### src/rtl/ivf_pkg.sv
package ivf_pkg;

  // ---------------------------------------------------------------
  // command codes
  // ---------------------------------------------------------------
  localparam logic [7:0] CMD_VIN_OV_WARN = 8'h57;
  localparam logic [7:0] CMD_VIN_UV_WARN = 8'h58;
  localparam logic [7:0] CMD_VIN_UV_FAULT = 8'h59;
  localparam logic [7:0] CMD_VIN_UV_ACTION = 8'h5a;

  // ---------------------------------------------------------------
  // reset values
  // ---------------------------------------------------------------
  localparam logic [15:0] RST_OV_WARN = 16'h0000;
  localparam logic [15:0] RST_UV_WARN = 16'h0000;
  localparam logic [15:0] RST_UV_FAULT = 16'h0000;
  localparam logic [7:0] RST_UV_ACTION = 8'h00;

  // ---------------------------------------------------------------
  // action byte fields
  // ---------------------------------------------------------------
  localparam int RESP_MSB = 7;
  localparam int RESP_LSB = 6;
  localparam int RETRY_MSB = 5;
  localparam int RETRY_LSB = 3;
  localparam int DELAY_MSB = 2;
  localparam int DELAY_LSB = 0;
  localparam logic [1:0] RESP_IGNORE = 2'h0;
  localparam logic [1:0] RESP_DELAY_ON = 2'h1;
  localparam logic [1:0] RESP_DISABLE_RETRY = 2'h2;
  localparam logic [1:0] RESP_LATCH_OFF = 2'h3;
  localparam logic [2:0] RETRY_NONE = 3'h0;
  localparam logic [2:0] RETRY_FOREVER = 3'h7;

  // ---------------------------------------------------------------
  // linear format fields
  // ---------------------------------------------------------------
  localparam int LIN_EXP_MSB = 15;
  localparam int LIN_EXP_LSB = 11;
  localparam int LIN_MANT_MSB = 10;
  localparam int LIN_FRAC_BITS = 16;
  localparam int FIX_W = 48;

  // ---------------------------------------------------------------
  // timing
  // ---------------------------------------------------------------
  localparam int CLK_HZ = 10_000_000;
  localparam int MS_PER_S = 1000;
  localparam int MS_CYCLES = CLK_HZ / MS_PER_S;

  // linear (5-bit exponent, 11-bit mantissa) to fixed point
  function automatic logic signed [FIX_W-1:0] lin_to_fix(
    input logic [15:0] lin
  );
    logic signed [FIX_W-1:0] mant;
    logic signed [5:0] sh;
    mant = FIX_W'(signed'(lin[LIN_MANT_MSB:0]));
    sh = 6'(signed'(lin[LIN_EXP_MSB:LIN_EXP_LSB])) + 6'(LIN_FRAC_BITS);
    return mant <<< sh[4:0];
  endfunction

  // delay code n to 2**n time units
  function automatic logic [7:0] delay_units(input logic [2:0] n);
    return 8'h01 << n;
  endfunction

endpackage

### src/rtl/ivf_input_voltage_fault.sv
`timescale 1ns/1ns
`default_nettype none
module ivf_input_voltage_fault #(
  parameter int P_MS_CYCLES = ivf_pkg::MS_CYCLES
) (
  // clock and reset
  input wire logic i_clk,
  input wire logic i_reset_n,
  // command port
  input wire logic i_cmd_wr,
  input wire logic i_cmd_rd,
  input wire logic [7:0] i_cmd_code,
  input wire logic [15:0] i_cmd_wdata,
  output logic [15:0] o_cmd_rdata,
  output logic o_cmd_ack,
  output logic o_cmd_nack,
  // measured input voltage
  input wire logic [15:0] i_vin_linear,
  input wire logic i_vin_valid,
  // converter control
  input wire logic i_on_cmd,
  input wire logic i_bias_ok,
  input wire logic i_clear_faults,
  input wire logic i_clear_uv_fault_bit,
  input wire logic i_other_shutdown,
  input wire logic i_ratio_regulation_en,
  input wire logic [7:0] i_time_unit_ms,
  // status and power stage
  output logic o_output_enable,
  output logic o_vin_ov_warn,
  output logic o_vin_uv_warn,
  output logic o_vin_uv_fault,
  output logic o_ratio_regulation_active,
  output logic o_latched_off,
  output logic [2:0] o_retry_count
);

  typedef enum logic [2:0] {
    ST_OFF,
    ST_RUN,
    ST_DELAY_ON,
    ST_WAIT_RETRY,
    ST_LATCHED
  } ivf_state_t;

  // ---------------------------------------------------------------
  // settings
  // ---------------------------------------------------------------
  logic [15:0] ov_warn_r;
  logic [15:0] uv_warn_r;
  logic [15:0] uv_fault_r;
  logic [7:0] uv_action_r;

  // command code decode
  wire hit_ov = (i_cmd_code == ivf_pkg::CMD_VIN_OV_WARN);
  wire hit_uvw = (i_cmd_code == ivf_pkg::CMD_VIN_UV_WARN);
  wire hit_uvf = (i_cmd_code == ivf_pkg::CMD_VIN_UV_FAULT);
  wire hit_act = (i_cmd_code == ivf_pkg::CMD_VIN_UV_ACTION);
  wire hit_any = hit_ov | hit_uvw | hit_uvf | hit_act;

  // read data selection, unknown codes read zero
  wire [15:0] rd_sel = hit_ov ? ov_warn_r :
                       hit_uvw ? uv_warn_r :
                       hit_uvf ? uv_fault_r :
                       hit_act ? {8'h00, uv_action_r} : 16'h0000;

  // setting writes
  always_ff @(posedge i_clk) begin
    if (!i_reset_n) begin
      ov_warn_r <= ivf_pkg::RST_OV_WARN;
      uv_warn_r <= ivf_pkg::RST_UV_WARN;
      uv_fault_r <= ivf_pkg::RST_UV_FAULT;
      uv_action_r <= ivf_pkg::RST_UV_ACTION;
    end else if (i_cmd_wr) begin
      if (hit_ov) ov_warn_r <= i_cmd_wdata;
      if (hit_uvw) uv_warn_r <= i_cmd_wdata;
      if (hit_uvf) uv_fault_r <= i_cmd_wdata;
      if (hit_act) uv_action_r <= i_cmd_wdata[7:0];
    end
  end

  // command answer, one cycle after the request
  always_ff @(posedge i_clk) begin
    if (!i_reset_n) begin
      o_cmd_rdata <= 16'h0000;
      o_cmd_ack <= 1'b0;
      o_cmd_nack <= 1'b0;
    end else begin
      if (i_cmd_rd) o_cmd_rdata <= rd_sel;
      o_cmd_ack <= (i_cmd_wr | i_cmd_rd) & hit_any;
      o_cmd_nack <= (i_cmd_wr | i_cmd_rd) & ~hit_any;
    end
  end

  // ---------------------------------------------------------------
  // threshold comparison
  // ---------------------------------------------------------------
  wire signed [ivf_pkg::FIX_W-1:0] vin_fix =
    ivf_pkg::lin_to_fix(i_vin_linear);
  wire signed [ivf_pkg::FIX_W-1:0] ov_fix = ivf_pkg::lin_to_fix(ov_warn_r);
  wire signed [ivf_pkg::FIX_W-1:0] uvw_fix = ivf_pkg::lin_to_fix(uv_warn_r);
  wire signed [ivf_pkg::FIX_W-1:0] uvf_fix = ivf_pkg::lin_to_fix(uv_fault_r);

  logic uv_fault_now_r;

  // compare each new sample against the thresholds
  always_ff @(posedge i_clk) begin
    if (!i_reset_n) begin
      o_vin_ov_warn <= 1'b0;
      o_vin_uv_warn <= 1'b0;
      uv_fault_now_r <= 1'b0;
      o_ratio_regulation_active <= 1'b0;
    end else if (i_vin_valid) begin
      o_vin_ov_warn <= vin_fix > ov_fix;
      o_vin_uv_warn <= vin_fix < uvw_fix;
      uv_fault_now_r <= vin_fix < uvf_fix;
      o_ratio_regulation_active <= i_ratio_regulation_en &
                                   (vin_fix >= uvw_fix);
    end else if (!i_ratio_regulation_en) begin
      o_ratio_regulation_active <= 1'b0;
    end
  end

  // ---------------------------------------------------------------
  // action byte decode
  // ---------------------------------------------------------------
  wire [1:0] resp = uv_action_r[ivf_pkg::RESP_MSB:ivf_pkg::RESP_LSB];
  wire [2:0] retries = uv_action_r[ivf_pkg::RETRY_MSB:ivf_pkg::RETRY_LSB];
  wire [2:0] delay_code = uv_action_r[ivf_pkg::DELAY_MSB:ivf_pkg::DELAY_LSB];
  wire [7:0] delay_len = ivf_pkg::delay_units(delay_code);

  // ---------------------------------------------------------------
  // delay timer in time units
  // ---------------------------------------------------------------
  logic timer_start;
  logic unit_tick;
  logic [7:0] units_r;
  wire timer_done = unit_tick && (units_r == delay_len - 8'h01);

  ivf_unit_tick #(
    .P_MS_CYCLES(P_MS_CYCLES)
  ) u_unit_tick (
    .i_clk(i_clk),
    .i_reset_n(i_reset_n),
    .i_restart(timer_start),
    .i_unit_ms(i_time_unit_ms),
    .o_tick(unit_tick)
  );

  // count elapsed units since the timer was started
  always_ff @(posedge i_clk) begin
    if (!i_reset_n || timer_start) begin
      units_r <= 8'h00;
    end else if (unit_tick) begin
      units_r <= units_r + 8'h01;
    end
  end

  // ---------------------------------------------------------------
  // fault flag and clearing
  // ---------------------------------------------------------------
  logic fault_flag_r;
  logic on_cmd_d_r;
  wire on_rise = i_on_cmd & ~on_cmd_d_r;
  wire clear_evt = i_clear_faults | i_clear_uv_fault_bit | on_rise;

  // sticky fault flag, a new fault wins over a clear
  always_ff @(posedge i_clk) begin
    if (!i_reset_n || !i_bias_ok) begin
      fault_flag_r <= 1'b0;
      on_cmd_d_r <= 1'b0;
    end else begin
      on_cmd_d_r <= i_on_cmd;
      if (uv_fault_now_r) begin
        fault_flag_r <= 1'b1;
      end else if (clear_evt) begin
        fault_flag_r <= 1'b0;
      end
    end
  end

  // ---------------------------------------------------------------
  // response state machine
  // ---------------------------------------------------------------
  ivf_state_t state_r;
  ivf_state_t state_nxt;
  logic [2:0] tries_r;
  logic [2:0] tries_nxt;
  wire [2:0] tries_inc = tries_r + 3'h1;
  wire no_retry = (retries == ivf_pkg::RETRY_NONE);
  // unlimited retries never run out of attempts
  wire retry_unlimited = (retries == ivf_pkg::RETRY_FOREVER);
  wire out_of_tries = !retry_unlimited && (tries_inc >= retries);

  // next state, attempt count and timer start
  always_comb begin
    state_nxt = state_r;
    tries_nxt = tries_r;
    timer_start = 1'b0;
    if (!i_bias_ok || !i_on_cmd) begin
      state_nxt = ST_OFF;
      tries_nxt = 3'h0;
    end else if (i_other_shutdown && state_r != ST_OFF) begin
      state_nxt = ST_LATCHED;
    end else begin
      case (state_r)
        ST_OFF: begin
          state_nxt = ST_RUN;
          tries_nxt = 3'h0;
        end
        ST_RUN: begin
          if (uv_fault_now_r) begin
            case (resp)
              ivf_pkg::RESP_IGNORE: state_nxt = ST_RUN;
              ivf_pkg::RESP_DELAY_ON: begin
                state_nxt = ST_DELAY_ON;
                timer_start = 1'b1;
              end
              ivf_pkg::RESP_DISABLE_RETRY: begin
                if (no_retry) begin
                  state_nxt = ST_LATCHED;
                end else begin
                  state_nxt = ST_WAIT_RETRY;
                  timer_start = 1'b1;
                end
              end
              default: state_nxt = ST_LATCHED;
            endcase
          end
        end
        ST_DELAY_ON: begin
          if (!uv_fault_now_r) begin
            state_nxt = ST_RUN;
          end else if (timer_done) begin
            if (no_retry) begin
              state_nxt = ST_LATCHED;
            end else begin
              state_nxt = ST_WAIT_RETRY;
              timer_start = 1'b1;
            end
          end
        end
        ST_WAIT_RETRY: begin
          if (timer_done) begin
            if (!uv_fault_now_r) begin
              state_nxt = ST_RUN;
              tries_nxt = 3'h0;
            end else if (out_of_tries) begin
              state_nxt = ST_LATCHED;
              tries_nxt = tries_inc;
            end else begin
              tries_nxt = retry_unlimited ? tries_r : tries_inc;
              timer_start = 1'b1;
            end
          end
        end
        ST_LATCHED: begin
          if (clear_evt) begin
            state_nxt = ST_RUN;
            tries_nxt = 3'h0;
          end
        end
        default: state_nxt = ST_OFF;
      endcase
    end
  end

  // state and registered outputs
  always_ff @(posedge i_clk) begin
    if (!i_reset_n) begin
      state_r <= ST_OFF;
      tries_r <= 3'h0;
      o_output_enable <= 1'b0;
      o_latched_off <= 1'b0;
    end else begin
      state_r <= state_nxt;
      tries_r <= tries_nxt;
      o_output_enable <= (state_nxt == ST_RUN) ||
                         (state_nxt == ST_DELAY_ON);
      o_latched_off <= (state_nxt == ST_LATCHED);
    end
  end

  assign o_vin_uv_fault = fault_flag_r;
  assign o_retry_count = tries_r;

endmodule
`default_nettype wire

### src/rtl/ivf_unit_tick.sv
`timescale 1ns/1ns
`default_nettype none
module ivf_unit_tick #(
  parameter int P_MS_CYCLES = ivf_pkg::MS_CYCLES
) (
  // clock and reset
  input wire logic i_clk,
  input wire logic i_reset_n,
  // control
  input wire logic i_restart,
  input wire logic [7:0] i_unit_ms,
  // tick
  output logic o_tick
);

  logic [15:0] cyc_r;
  logic [7:0] ms_r;
  wire ms_end = (cyc_r == 16'(P_MS_CYCLES - 1));
  wire [7:0] unit_last = (i_unit_ms == 8'h00) ? 8'h00 : i_unit_ms - 8'h01;
  wire unit_end = ms_end && (ms_r >= unit_last);

  // millisecond divider and unit counter, restartable
  always_ff @(posedge i_clk) begin
    if (!i_reset_n || i_restart) begin
      cyc_r <= 16'h0000;
      ms_r <= 8'h00;
      o_tick <= 1'b0;
    end else begin
      cyc_r <= ms_end ? 16'h0000 : cyc_r + 16'h0001;
      if (unit_end) begin
        ms_r <= 8'h00;
      end else if (ms_end) begin
        ms_r <= ms_r + 8'h01;
      end
      o_tick <= unit_end;
    end
  end

endmodule
`default_nettype wire

### config.mk
export PLATFORM = sky130hd
export DESIGN_NAME = ivf_input_voltage_fault
export DESIGN_NICKNAME = d
export VERILOG_FILES = /design/src/rtl/ivf_pkg.sv /design/src/rtl/ivf_input_voltage_fault.sv /design/src/rtl/ivf_unit_tick.sv
export SDC_FILE = /design/constraint.sdc
export NUM_CORES = 1
export LEC_CHECK = 0
export BUFFER_PORTS_ARGS = -buffer_cell sky130_fd_sc_hd__buf_2
export CORE_AREA = 2 2 160 162
export CTS_CLUSTER_DIAMETER = 200
export CTS_CLUSTER_SIZE = 10
export DETAILED_ROUTE_END_ITERATION = 8
export DIE_AREA = 0 0 162 164
export PLACE_DENSITY = 0.68
export SYNTH_ARGS = -nofsm -noshare
export SYNTH_HDL_FRONTEND = slang
export SYNTH_SLANG_ARGS = --single-unit
### constraint.sdc
create_clock -name i_clk -period 8.4 [get_ports i_clk]
set_clock_uncertainty 0.2 [all_clocks]
set_input_delay 0.84 -clock i_clk [delete_from_list [all_inputs] [get_ports i_clk]]
set_output_delay 0.84 -clock i_clk [all_outputs]
set_load 0.05 [all_outputs]
==> flow_summary.json <==
{
  "ios": 86,
  "finalSetupViolCount": 0,
  "most-common-layout-cells": "262 x nand2_1, 145 x ha_1, 121 x dfxtp_1",
  "syn_nets": 1843,
  "min_period_over_period_pct": 56.9,
  "start_util_pct": 49.6,
  "fin_nets": 1853,
  "status": "finished, final reports clean",
  "critical_path_required_ns": 8.51,
  "grt_pass1_wl_microns": 61100,
  "cts_setup_buffers": 0,
  "setup_tns_ns": 0,
  "syn_inst": 1639,
  "relSlewSlack_pct": 32.9,
  "clock-sinks": 121,
  "rsz0062_at_grt": "no",
  "synth.area.top_cells": "dfxtp_1 20%, ha_1 15%, nand2_1 8.0%",
  "first_iter_violations": 1366,
  "synthesis.area_sq_mm": 0.0123,
  "antenna_cells": 0,
  "worstHoldStart": "u_unit_tick.cyc_r[0]",
  "core_area_sq_mm": 0.0248,
  "wl_per_cell_microns": 19.5,
  "seq_area_frac_synth_pct": 19.7,
  "grtUsageMet1_pct": 38.8,
  "drcViolationCount": 0,
  "dr.pass1.iters": 6,
  "worst_pin_slew_ns": 0.996,
  "synth_edf_count": 0,
  "power.density_mw_per_mm2": 121,
  "ctsResizeCount": 0,
  "cap_violations": 0,
  "busiest_layer": "met2",
  "grt_use_total_pct": 29.1,
  "clockBufferDepth": 2,
  "cp-end-kind": "register",
  "final_hold_viol_count": 0,
  "die-area_sq_mm": 0.0266,
  "crit_arrival_ns": 4.89,
  "critPathKind": "reg -> reg",
  "ys.flop_type": "dfxtp_1",
  "met2_usage_pct": 47.2,
  "async_flop_share_pct": 0,
  "final_common_cell": "nand2_1",
  "clk_latency_ns": 0.43,
  "max_freq_mhz": 209,
  "synth_top_area_share_pct": 19.7,
  "vias": 12386,
  "ys_seq_elements": 121,
  "r2r_start": "uv_warn_r[12]",
  "period_minus_slack_ns": 4.78,
  "area_growth_syn_to_layout_pct": 8.61,
  "ctsHoldBuffers": 0,
  "h-tree-depth": 4,
  "antenna_found_initial": 0,
  "maxSlewViolCount": 0,
  "ys.warnings.count": 0,
  "synth.largest_area_cell": "dfxtp_1",
  "report.power.total_mw": 1.62,
  "fp.dieW_microns": 162,
  "leakagePower_nw": 4.99,
  "ant_nets": 0,
  "via_per_inst": 6.22,
  "grt_start_max_net_pins": 81,
  "cp-start-kind": "register",
  "crit_start": "uv_warn_r[12]",
  "place.gp.congestion": 0.981,
  "clk_pin_slew_worst_paths_ns": 0.06,
  "routed_wirelength_microns": 38800,
  "grt-ovfl-total": 0,
  "grt_pass1_vias": 11416,
  "synth.distinct_cells": 86,
  "avgSynthCellArea_sq_um": 7.51,
  "hpwl_microns": 29600,
  "grtUsageMet3_pct": 4.52,
  "io_buffers": 85,
  "std_cell_rows": 58,
  "hold_class": "reg -> reg",
  "cts_tree": "yes",
  "cts-root-buf": "clkbuf_16",
  "irDropWorstVdd_v": 0.000144,
  "numCtsBuffers": 17,
  "dieHeight_microns": 164,
  "drive_gt1_share_pct": 10.2,
  "critPathMaxFanout": 20
}
==> state kept, by name, summed over array words and instances (netlist names), 3 cells and up <==
signal / flops
uv_warn_r: 16
uv_action_r: 8
ov_warn_r: 16
uv_fault_r: 16
units_r: 8
o_cmd_rdata: 16
u_unit_tick.cyc_r: 16
u_unit_tick.ms_r: 8
state_r: 3
o_retry_count: 3
==> worst paths after layout <==
| check | to | slack (ns) | cells after the start |
|---|---|---|---|
| worst max-delay path | o_ratio_regulation_active | 3.62 | 13 |
| worst min register to register | u_unit_tick.cyc_r[0] | 0.25 | 1 |
| worst min-delay path | u_unit_tick.cyc_r[0] | 0.25 | 1 |
| worst max register to register | o_ratio_regulation_active | 3.62 | 13 |
==> logic make-up (layout without fill, tap and decap cells) <==
kind of cell,after synthesis,after routing,share of synthesized area (%)
buffers and inverters,139,162,4.58
AO/OA/AOI/OAI,477,477,25.7
XOR/XNOR,35,35,2.55
AND/OR/NAND/NOR,613,613,23.3
multiplexers,108,108,9.35
flip-flops,121,121,19.7
adder cells (fa/ha/maj),146,146,14.8
==> critical path: stages (launching register included) <==
cell	delay, ns
dfxtp_1	0.84
mux2_2	0.43
o21ai_0	0.62
o21ai_0	0.27
o21ba_2	0.27
a22oi_1	0.26
ha_1	0.30
and3_1	0.18
a221o_1	0.29
a21oi_1	0.20
o211ai_1	0.12
a21oi_1	0.24
mux2i_1	0.31
a31oi_1	0.11
==> cells in the mapped netlist (9+ instances only) <==
| cell | instances |
|---|---|
| nand2_1 | 262 |
| ha_1 | 145 |
| dfxtp_1 | 121 |
| nor2_1 | 112 |
| o21ai_0 | 111 |
| a21oi_1 | 101 |
| mux2i_1 | 89 |
| clkbuf_1 | 77 |
| nand3_1 | 74 |
| a21boi_0 | 58 |
| a21o_1 | 31 |
| inv_1 | 31 |
| nand4_1 | 26 |
| nor3_1 | 24 |
| nor2b_1 | 21 |
| nand2b_1 | 20 |
| xor2_1 | 20 |
| a22oi_1 | 19 |
| and2_1 | 19 |
| o211ai_1 | 17 |
| o21a_1 | 16 |
| a31oi_1 | 15 |
| buf_2 | 15 |
| mux2_2 | 15 |
| xnor2_1 | 14 |
| a221oi_1 | 13 |
| a211oi_1 | 12 |
| a21boi_1 | 12 |
| buf_1 | 10 |
| a41oi_1 | 9 |
==> through the flow <==
| stage | hold WS [ns] | setup slack, ns | cell area, sq um | utilization (%) | cells |
|---|---|---|---|---|---|
| after CTS | 0.245 | 3.85 | 13400 | 53.8 | 1992 |
| after floorplan | 0.212 | 4.41 | 12300 | - | 1639 |
| after global placement | 0.227 | 3.87 | 12800 | 51.6 | 1960 |
| after detailed placement | 0.235 | 3.79 | 12800 | 51.6 | 1960 |
| final | 0.248 | 3.62 | 13400 | 53.8 | 1992 |
| after global routing | 0.269 | 3.51 | 13400 | 53.8 | 1992 |
==> power breakdown <==
| part | switching (mW) | internal, mW | leakage [nW] |
|---|---|---|---|
| combinational | 0.200 | 0.121 | 3.74 |
| clock | 0.290 | 0.416 | 0.267 |
| sequential | 0.00666 | 0.582 | 0.979 |
==> routing by layer <==
metal  up-vias  wire (microns)
li1       6006               -
met1      5819           16800
met2       475           17400
met3        86            2980
met4         0            1520
met5         -               0
==> layout make-up <==
class                   instances  area (sq um)
fillers                      2405         11500
multi-input cells            1379          9330
flip-flops and latches        121          2420
repair buffers                 96           508
clock buffers                  19           443
well taps                     330           413
inverters                      34           128
clock inverters                13           119
Note: power is estimated with default switching activity, not from simulation.
